==> src/rtl/vcu_pkg.sv <==
package vcu_pkg;
   localparam int unsigned CLK_HZ = 50_000_000;
   localparam int unsigned DEFAULT_BAUD = 115_200;
   localparam int unsigned MIN_BAUD = 9_600;
   localparam int unsigned MAX_BAUD = 921_600;
   localparam int unsigned SOCKET_PORT = 4_901;
   localparam int unsigned BAUD_W = 20;
   localparam int unsigned NUM_W = 26;
   localparam int unsigned CYC_W = 16;
   localparam int unsigned DATA_BITS = 8;
   localparam int unsigned FRAME_BITS = DATA_BITS + 2;
   localparam int unsigned RX_DEPTH = 16;
   localparam logic [CYC_W-1:0] DEFAULT_BIT_CYCLES = CYC_W'(CLK_HZ / DEFAULT_BAUD);
   localparam logic [NUM_W-1:0] CLK_HZ_NUM = NUM_W'(CLK_HZ);
   localparam logic [BAUD_W-1:0] MIN_BAUD_V = BAUD_W'(MIN_BAUD);
   localparam logic [BAUD_W-1:0] MAX_BAUD_V = BAUD_W'(MAX_BAUD);
   localparam logic [4:0] DIV_STEPS = 5'(NUM_W);
   localparam logic [3:0] FRAME_LAST = 4'(FRAME_BITS - 1);
   localparam logic [3:0] STOP_INDEX = 4'(FRAME_BITS - 1);
   localparam logic LINE_IDLE = 1'h1;
   localparam logic START_LVL = 1'h0;
   localparam logic STOP_LVL = 1'h1;
   // Flow lines are active low at the pins, as on common UARTs
   localparam logic FLOW_ASSERTED = 1'h0;
   localparam logic FLOW_DEASSERTED = 1'h1;
   localparam logic ENABLE_ASSERTED = 1'h1;

   typedef enum logic [1:0] {
      VCU_HS_DISABLED = 2'b00,
      VCU_HS_RTS = 2'b01,
      VCU_HS_CTS = 2'b10,
      VCU_HS_RTSCTS = 2'b11
   } vcu_hs_t;

   typedef struct packed {
      logic valid;
      logic [DATA_BITS-1:0] data;
   } vcu_byte_t;

   typedef struct packed {
      logic [BAUD_W-1:0] baud;
      vcu_hs_t mode;
   } vcu_cfg_t;

   // Throttle of the target through our clear-to-send output
   function automatic logic vcu_rx_hs(input vcu_hs_t m);
      return m == VCU_HS_RTS || m == VCU_HS_RTSCTS;
   endfunction

   // Gating of our transmission on the target's request-to-send
   function automatic logic vcu_tx_hs(input vcu_hs_t m);
      return m == VCU_HS_CTS || m == VCU_HS_RTSCTS;
   endfunction
endpackage

==> src/rtl/vcu_sync.sv <==
`timescale 1ns/1ps
module vcu_sync
   import vcu_pkg::*;
#(
   parameter logic INIT = 1'h1
)
(
   input wire logic mclk,
   input wire logic reset,
   input wire logic din,
   output logic dout
);
   typedef struct packed {
      logic s1;
      logic s2;
      logic s3;
      logic q;
   } vcu_sync_st_t;

   vcu_sync_st_t st;
   vcu_sync_st_t next_st;

   always_comb
   begin
      next_st = st;
      next_st.s1 = din;
      next_st.s2 = st.s1;
      next_st.s3 = st.s2;
      // Stage one is never looked at; a change counts once two and three agree
      if (st.s2 == st.s3)
      begin
         next_st.q = st.s3;
      end
   end

   always_ff @(posedge mclk)
   begin
      if (reset)
      begin
         st <= '{s1: INIT, s2: INIT, s3: INIT, q: INIT};
      end
      else
      begin
         st <= next_st;
      end
   end

   assign dout = st.q;
endmodule

==> src/rtl/vcu_buf.sv <==
`timescale 1ns/1ps
module vcu_buf
   import vcu_pkg::*;
#(
   parameter int unsigned W = DATA_BITS,
   parameter int unsigned DEPTH = RX_DEPTH
)
(
   input wire logic mclk,
   input wire logic reset,
   input wire logic wr_valid,
   input wire logic [W-1:0] wr_data,
   output logic wr_ready,
   output logic rd_valid,
   output logic [W-1:0] rd_data,
   input wire logic rd_ready
);
   localparam int unsigned AW = $clog2(DEPTH);

   typedef struct packed {
      logic [DEPTH-1:0][W-1:0] mem;
      logic [AW-1:0] wr_ptr;
      logic [AW-1:0] rd_ptr;
      logic [AW:0] count;
      logic out_valid;
      logic [W-1:0] out_data;
   } vcu_buf_st_t;

   vcu_buf_st_t st;
   vcu_buf_st_t next_st;
   logic push;
   logic pop;

   assign wr_ready = st.count != (AW+1)'(DEPTH);
   assign push = wr_valid && wr_ready;
   // Output register refills whenever it is empty or being drained
   assign pop = (st.count != '0) && (!st.out_valid || rd_ready);

   always_comb
   begin
      next_st = st;
      if (push)
      begin
         next_st.mem[st.wr_ptr] = wr_data;
         next_st.wr_ptr = (st.wr_ptr == AW'(DEPTH - 1)) ? '0 : st.wr_ptr + AW'(1);
      end
      if (pop)
      begin
         next_st.out_data = st.mem[st.rd_ptr];
         next_st.out_valid = 1'b1;
         next_st.rd_ptr = (st.rd_ptr == AW'(DEPTH - 1)) ? '0 : st.rd_ptr + AW'(1);
      end
      else if (rd_ready)
      begin
         next_st.out_valid = 1'b0;
      end
      next_st.count = st.count + (AW+1)'(push) - (AW+1)'(pop);
   end

   always_ff @(posedge mclk)
   begin
      if (reset)
      begin
         st <= '0;
      end
      else
      begin
         st <= next_st;
      end
   end

   assign rd_valid = st.out_valid;
   assign rd_data = st.out_data;
endmodule

==> src/rtl/vcu_bridge.sv <==
// Overview of operation
// - After reset the link runs 115200 baud, 8N1, no flow control.
// - Configured rate may be anything from 9600 to 921600 bit/s.
// - Each of the two flow control lines is enabled on its own.
// - With receive handshake on, clear-to-send is deasserted while the input buffer is full.
// - With transmit handshake on, sending waits while target request-to-send is deasserted.
// - A character in progress completes; the target takes one more after dropping request.
// - With transmit handshake off, target request-to-send is ignored.
// - Disabled mode: clear-to-send undriven, request-to-send ignored.
// - Receive-only mode: clear-to-send throttles the target, request-to-send ignored.
// - Transmit-only mode: clear-to-send undriven, sending only while request is asserted.
// - Combined mode: throttle via clear-to-send and gate sending on request-to-send.
// - Only one host path carries data; a connected socket silences the USB path.
// - Target bytes go to the active host path; host bytes go to the target.
`timescale 1ns/1ps
module vcu_bridge
   import vcu_pkg::*;
#(
   parameter int unsigned BUF_DEPTH = RX_DEPTH
)
(
   input wire logic mclk,
   input wire logic reset,
   input wire logic cfg_write,
   input wire vcu_cfg_t cfg,
   output logic cfg_busy,
   output logic [CYC_W-1:0] bit_cycles,
   output vcu_hs_t hs_mode,
   input wire logic target_txd,
   output logic target_rxd,
   input wire logic target_rts_n,
   output logic target_cts_n,
   output logic target_cts_oe_n,
   input wire logic target_enable,
   input wire logic socket_connected,
   input wire vcu_byte_t usb_in,
   output logic usb_in_ready,
   output vcu_byte_t usb_out,
   input wire logic usb_out_ready,
   input wire vcu_byte_t sock_in,
   output logic sock_in_ready,
   output vcu_byte_t sock_out,
   input wire logic sock_out_ready,
   output logic rx_overrun,
   output logic rx_frame_err
);
   typedef struct packed {
      logic [CYC_W-1:0] bit_cycles;
      vcu_hs_t mode;
      logic div_busy;
      logic [4:0] div_step;
      logic [NUM_W-1:0] div_num;
      logic [BAUD_W:0] div_rem;
      logic [NUM_W-1:0] div_quo;
      logic [BAUD_W-1:0] div_den;
      vcu_hs_t div_mode;
      logic tx_busy;
      logic [FRAME_BITS-1:0] tx_shift;
      logic [3:0] tx_bit;
      logic [CYC_W-1:0] tx_tick;
      logic txd;
      logic rx_busy;
      logic [3:0] rx_bit;
      logic [CYC_W-1:0] rx_tick;
      logic [DATA_BITS-1:0] rx_shift;
      logic rx_push;
      logic [DATA_BITS-1:0] rx_data;
      logic overrun;
      logic frame_err;
      logic cts_lvl;
      logic cts_oe_n;
      logic sock_sel;
   } vcu_st_t;

   vcu_st_t st;
   vcu_st_t next_st;
   logic [2:0] pin_raw;
   logic [2:0] pin_sync;
   logic rxd_s;
   logic rts_n_s;
   logic enable_s;
   logic buf_wr_ready;
   logic buf_rd_valid;
   logic [DATA_BITS-1:0] buf_rd_data;
   logic buf_rd_ready;
   logic tx_allowed;
   logic tx_take;
   vcu_byte_t host_in;
   logic [BAUD_W-1:0] baud_clamped;
   logic [BAUD_W:0] div_trial;

   assign pin_raw = {target_enable, target_rts_n, target_txd};

   genvar gi;
   generate
      for (gi = 0; gi < 3; gi++)
      begin : g_pin
         vcu_sync #(
            .INIT(gi == 2 ? ~ENABLE_ASSERTED : LINE_IDLE)
         ) u_sync (
            .mclk(mclk),
            .reset(reset),
            .din(pin_raw[gi]),
            .dout(pin_sync[gi])
         );
      end
   endgenerate

   assign rxd_s = pin_sync[0];
   assign rts_n_s = pin_sync[1];
   assign enable_s = pin_sync[2] == ENABLE_ASSERTED;

   vcu_buf #(
      .W(DATA_BITS),
      .DEPTH(BUF_DEPTH)
   ) u_rx_buf (
      .mclk(mclk),
      .reset(reset),
      .wr_valid(st.rx_push),
      .wr_data(st.rx_data),
      .wr_ready(buf_wr_ready),
      .rd_valid(buf_rd_valid),
      .rd_data(buf_rd_data),
      .rd_ready(buf_rd_ready)
   );

   // Out-of-range rates are pinned to the nearest supported end
   always_comb
   begin
      if (cfg.baud < MIN_BAUD_V)
      begin
         baud_clamped = MIN_BAUD_V;
      end
      else if (cfg.baud > MAX_BAUD_V)
      begin
         baud_clamped = MAX_BAUD_V;
      end
      else
      begin
         baud_clamped = cfg.baud;
      end
   end

   // Path choice is registered so a byte never splits across paths mid-cycle
   assign host_in = st.sock_sel ? sock_in : usb_in;
   // Ignores request-to-send unless transmit handshake is on
   assign tx_allowed = !vcu_tx_hs(st.mode) || rts_n_s == FLOW_ASSERTED;
   assign tx_take = !st.tx_busy && tx_allowed && enable_s && host_in.valid;
   assign usb_in_ready = !st.sock_sel && !st.tx_busy && tx_allowed && enable_s;
   assign sock_in_ready = st.sock_sel && !st.tx_busy && tx_allowed && enable_s;
   assign buf_rd_ready = st.sock_sel ? sock_out_ready : usb_out_ready;
   assign usb_out.valid = buf_rd_valid && !st.sock_sel;
   assign usb_out.data = buf_rd_data;
   assign sock_out.valid = buf_rd_valid && st.sock_sel;
   assign sock_out.data = buf_rd_data;
   assign div_trial = {st.div_rem[BAUD_W-1:0], st.div_num[NUM_W-1]};

   always_comb
   begin
      next_st = st;
      next_st.rx_push = 1'b0;
      next_st.sock_sel = socket_connected;
      // Cleared first, so a byte lost in the same cycle still sets it
      if (cfg_write)
      begin
         next_st.overrun = 1'b0;
      end

      // Bit time is clock over baud, by restoring division one bit a cycle
      if (cfg_write && !st.div_busy)
      begin
         next_st.div_busy = 1'b1;
         next_st.div_step = '0;
         next_st.div_num = CLK_HZ_NUM;
         next_st.div_rem = '0;
         next_st.div_quo = '0;
         next_st.div_den = baud_clamped;
         next_st.div_mode = cfg.mode;
      end
      else if (st.div_busy)
      begin
         next_st.div_num = {st.div_num[NUM_W-2:0], 1'b0};
         if (div_trial >= {1'b0, st.div_den})
         begin
            next_st.div_rem = div_trial - {1'b0, st.div_den};
            next_st.div_quo = {st.div_quo[NUM_W-2:0], 1'b1};
         end
         else
         begin
            next_st.div_rem = div_trial;
            next_st.div_quo = {st.div_quo[NUM_W-2:0], 1'b0};
         end
         next_st.div_step = st.div_step + 5'h01;
         if (st.div_step == DIV_STEPS - 5'h01)
         begin
            next_st.div_busy = 1'b0;
            next_st.bit_cycles = next_st.div_quo[CYC_W-1:0];
            next_st.mode = st.div_mode;
         end
      end

      // Transmitter; a started frame always runs to its stop bit
      if (tx_take)
      begin
         next_st.tx_busy = 1'b1;
         next_st.tx_shift = {STOP_LVL, host_in.data, START_LVL};
         next_st.tx_bit = '0;
         next_st.tx_tick = st.bit_cycles - CYC_W'(1);
         next_st.txd = START_LVL;
      end
      else if (st.tx_busy)
      begin
         if (st.tx_tick == '0)
         begin
            if (st.tx_bit == FRAME_LAST)
            begin
               next_st.tx_busy = 1'b0;
               next_st.txd = LINE_IDLE;
            end
            else
            begin
               next_st.tx_bit = st.tx_bit + 4'h1;
               next_st.tx_shift = {1'b0, st.tx_shift[FRAME_BITS-1:1]};
               next_st.txd = st.tx_shift[1];
               next_st.tx_tick = st.bit_cycles - CYC_W'(1);
            end
         end
         else
         begin
            next_st.tx_tick = st.tx_tick - CYC_W'(1);
         end
      end

      // Receiver samples mid-bit once the idle line is seen at the start level
      if (!st.rx_busy)
      begin
         if (enable_s && rxd_s == START_LVL)
         begin
            next_st.rx_busy = 1'b1;
            next_st.rx_bit = '0;
            next_st.rx_tick = {1'b0, st.bit_cycles[CYC_W-1:1]};
         end
      end
      else if (st.rx_tick != '0)
      begin
         next_st.rx_tick = st.rx_tick - CYC_W'(1);
      end
      else
      begin
         next_st.rx_tick = st.bit_cycles - CYC_W'(1);
         next_st.rx_bit = st.rx_bit + 4'h1;
         if (st.rx_bit == '0)
         begin
            // A glitch shorter than half a bit is not a start
            if (rxd_s != START_LVL)
            begin
               next_st.rx_busy = 1'b0;
            end
         end
         else if (st.rx_bit == STOP_INDEX)
         begin
            next_st.rx_busy = 1'b0;
            if (rxd_s == STOP_LVL)
            begin
               next_st.frame_err = 1'b0;
               next_st.rx_data = st.rx_shift;
               if (buf_wr_ready)
               begin
                  next_st.rx_push = 1'b1;
               end
               else
               begin
                  // No room in the buffer, with or without a throttle; the byte is lost
                  next_st.overrun = 1'b1;
               end
            end
            else
            begin
               next_st.frame_err = 1'b1;
            end
         end
         else
         begin
            next_st.rx_shift = {rxd_s, st.rx_shift[DATA_BITS-1:1]};
         end
      end

      // Clear-to-send is only driven in the modes with receive handshake
      if (vcu_rx_hs(st.mode))
      begin
         next_st.cts_oe_n = 1'b0;
         next_st.cts_lvl = buf_wr_ready ? FLOW_ASSERTED : FLOW_DEASSERTED;
      end
      else
      begin
         next_st.cts_oe_n = 1'b1;
         next_st.cts_lvl = FLOW_DEASSERTED;
      end
   end

   always_ff @(posedge mclk)
   begin
      if (reset)
      begin
         st <= '0;
         st.bit_cycles <= DEFAULT_BIT_CYCLES;
         st.mode <= VCU_HS_DISABLED;
         st.div_mode <= VCU_HS_DISABLED;
         st.txd <= LINE_IDLE;
         st.cts_lvl <= FLOW_DEASSERTED;
         st.cts_oe_n <= 1'b1;
      end
      else
      begin
         st <= next_st;
      end
   end

   assign target_rxd = st.txd;
   assign target_cts_n = st.cts_lvl;
   assign target_cts_oe_n = st.cts_oe_n;
   assign cfg_busy = st.div_busy;
   assign bit_cycles = st.bit_cycles;
   assign hs_mode = st.mode;
   assign rx_overrun = st.overrun;
   assign rx_frame_err = st.frame_err;
endmodule

==> config.mk <==
export PLATFORM = sky130hd
export DESIGN_NAME = vcu_bridge
export DESIGN_NICKNAME = d
export VERILOG_FILES = /design/src/rtl/vcu_pkg.sv /design/src/rtl/vcu_sync.sv /design/src/rtl/vcu_buf.sv /design/src/rtl/vcu_bridge.sv
export SDC_FILE = /design/constraint.sdc
export NUM_CORES = 1
export LEC_CHECK = 0
export BUFFER_PORTS_ARGS = -buffer_cell sky130_fd_sc_hd__buf_2
export CORE_MARGIN = 5
export CORE_UTILIZATION = 60
export DETAILED_ROUTE_END_ITERATION = 10
export PLACE_DENSITY = 0.79
export SKIP_CTS_REPAIR_TIMING = 1
export SLEW_MARGIN = 20
export SYNTH_ARGS = -nofsm -noshare
export SYNTH_HDL_FRONTEND = slang
export SYNTH_HIERARCHICAL = 1
export SYNTH_SLANG_ARGS = --single-unit
==> constraint.sdc <==
create_clock -name mclk -period 4.2 [get_ports mclk]
set_input_delay 0.84 -clock mclk [delete_from_list [all_inputs] [get_ports mclk]]
set_output_delay 0.84 -clock mclk [all_outputs]
set_load 0.005 [all_outputs]
==> reports/qor.csv <==
metric;value;unit
status;finished, final reports clean;
Synth Flop Type;dfxtp_1;
RSZ-0062 raised after global routing;no;
drt first pass iters;5;
WS Path Type;reg2reg;
P_leak;7.92;nW
Slowest cell on crit path;nand4_1;
GR Util All Layers;0.240;
# rows;60;
syn nets;1860;
pwr/cell area;444;nW/µm²
number of synthesized register bits;336;
CP Data Arrival Time;3900;ps
DIE HEIGHT;176;µm
Sinks on Clock Net;336;
DRT iter0 DRCs;1013;
drt total wl;37300;µm
sequential area share after synthesis;0.409;
# nets final;1871;
Longest Clk Path Bufs;3;
Post-Synthesis Cells;1768;
Yosys cell types;82;
Rel. slew slack;0.331;
largest net degree at the start of global routing;134;
ys async rst share;0;
Fin. Hold Viols;0;
max cap viols;0;
Core Box Area;27000;µm²
Die Area;30800;µm²
Critical Path Fanout Max;9;
top-level I/O count;93;
Root Buffer;clkbuf_16;
Vias per Instance;5.93;
vias in the first global route;12362;
Startpoint Class;register;
Slew Viols, Final;0;
layout cells sized above 1;0.139;
antenna-violating nets left;0;
VDD IR max;0.000357;V
DIE WIDTH;176;µm
Layout Skew;20.8;ps
number of port buffers;92;
Filler cells;2106;
total CTS buffers;37;
placed inst area;16700;µm²
ANT cells;0;
DP HPWL;25100;µm
syn_area_per_cell;9.30;µm²
count of flip-flops with a built-in enable after synthesis;0;
CTS H-Tree Depth;2;
fin crit share;0.841;
worst-path cell chain;inv_1 -> ha_1 -> nor3b_1 -> nand3_1 -> nor2_1 -> nand3_1 -> nor2_1 -> nand4_1 -> nand2_1 -> a21oi_1;
first-pass GRT wire length;62200;µm
largest area contributor in the synthesized netlist;dfxtp_1;
Warnings, synthesis;6;
CP peak stage delay;570;ps
Setup-failing EPs final;0;
gpl congestion;0.879;
share of the synthesized area in the top cell type;0.409;
area growth from synthesis to layout;9.61;%
Synth Cell Area;16400;µm²
total gr overflow;0;
worst path required time;4570;ps
setup TNS;0;ps
HP Class;reg2reg;
fmax;283;MHz
Vias;12746;
Starting Density;0.610;
Slew @ Worst Pin;1000;ps
DRC violations left;0;
post-route minimum period;3530;ps
CTS clk-pin slew, worst paths;60;ps
largest cells by area after synthesis;dfxtp_1 41%, mux2i_1 12%, nor2_1 6.5%;
final instance area;18000;µm²
CTS tree;done;
initial antenna violation count;0;
Crit. End Element;register;
Clock Latency Late Sink;530;ps
DR WL/cell;17.4;µm
-- Yosys cell counts, types with 5 or more instances --
library cell / instances
nor2_1: 285
a221oi_1: 9
o211ai_1: 7
buf_6: 5
buf_4: 38
and3_1: 5
o221a_2: 7
o21a_1: 8
o21bai_1: 5
nand4_4: 12
dfxtp_1: 336
buf_2: 15
a211oi_1: 17
and2_1: 10
o21ai_0: 57
mux4_2: 28
nand4_1: 14
or4_1: 8
o221ai_1: 11
o31ai_1: 6
inv_1: 53
nand2b_1: 7
ha_1: 41
a21oi_1: 107
nand2_1: 122
nand3_1: 22
clkbuf_1: 66
nor2b_1: 19
or3_1: 9
or2_1: 6
a21o_1: 7
xnor2_1: 26
nor3_1: 40
xor2_1: 22
a31oi_1: 11
buf_1: 10
nor3b_1: 7
nor4_1: 12
mux2_2: 8
nand3b_1: 19
mux2i_1: 204
-- kinds of logic after synthesis --
kind of cell,after synthesis,share of synthesized area
AOI/OAI and AO/OA,288,0.111
xor gates and xnor gates,48,0.0256
muxes,244,0.174
adders and majority gates,43,0.0336
buffers and inverters,191,0.0575
and+or+nand+nor,618,0.188
DFF,336,0.409
-- sequential cells by signal, indices dropped and copies added, names as in the netlist --
register / flops
g_pin.u_sync/next_st: 6
st: 129
u_rx_buf/st: 141
u_rx_buf/rd_data: 8
rx_overrun: 1
g_pin.u_sync/dout: 3
rx_frame_err: 1
target_cts_n: 1
g_pin.u_sync/st: 3
target_rxd: 1
div_trial: 21
cfg_busy: 1
u_rx_buf/rd_valid: 1
bit_cycles: 16
hs_mode: 2
target_cts_oe_n: 1
-- worst paths after layout --
kind / startpoint / endpoint / slack [ps] / cells past startpoint
max: st[22]$_SDFFE_PP0P_ / st[12]$_SDFFE_PP0P_ / 670 / 10
min: g_pin[0].u_sync/next_st[2]$_SDFF_PP1_ / g_pin[0].u_sync/next_st[1]$_SDFF_PP1_ / 410 / 1
max reg2reg: st[22]$_SDFFE_PP0P_ / st[12]$_SDFFE_PP0P_ / 670 / 10
min reg2reg: g_pin[0].u_sync/next_st[2]$_SDFF_PP1_ / g_pin[0].u_sync/next_st[1]$_SDFF_PP1_ / 410 / 1
-- power breakdown --
part           switching [mW]  internal [mW]
clock network            1.31           2.03
registers               0.120           3.27
logic                   0.708          0.549
total                    2.14           5.85
-- critical path: cells and delay by family, from the launching register on --
family	cells	cell delay (ps)
buf+inv	1	80
fa+ha+maj	1	180
flops	1	340
compound gates	1	90
simple gates	7	2670
-- per-stage QoR --
step           hold slack (ps)  cells  utilization  setup WS, ps  power, mW
2_1_floorplan              385   1768            -          1170       4.49
3_3_place_gp               391   2081        0.621           960       4.68
3_5_place_dp               393   2081        0.621           833       4.71
4_1_cts                    409   2149        0.669           757       8.04
5_1_grt                    440   2149        0.669           342       8.34
6_report                   408   2149        0.669           668       7.99
-- placed cells by master, fill, tap and decap left out, types with 26 or more instances in the layout --
master,instances
mux4_2,28
mux2i_1,204
nor2_1,285
o21ai_0,57
xnor2_1,26
a21oi_1,107
ha_1,41
nor3_1,40
inv_1,53
clkbuf_16,39
buf_2,91
dfxtp_1,334
nand2_1,122
-- cell type report --
cell class | instances | area [µm²] | share of cell area
flip-flops and latches | 336 | 6730 | 0.374
repair buffers | 109 | 609 | 0.0338
clock buffers | 53 | 1110 | 0.0615
multi-input cells | 1241 | 8770 | 0.487
inverters | 54 | 203 | 0.0112
clock inverters | 15 | 169 | 0.00937
well taps | 341 | 427 | 0.0237
-- metal layers --
layer  wire [µm]  track usage
met5           0            0
met4         810       0.0699
met3        2280       0.0381
met2       17600        0.403
met1       16600        0.323
(Power assumes the default switching activity.)
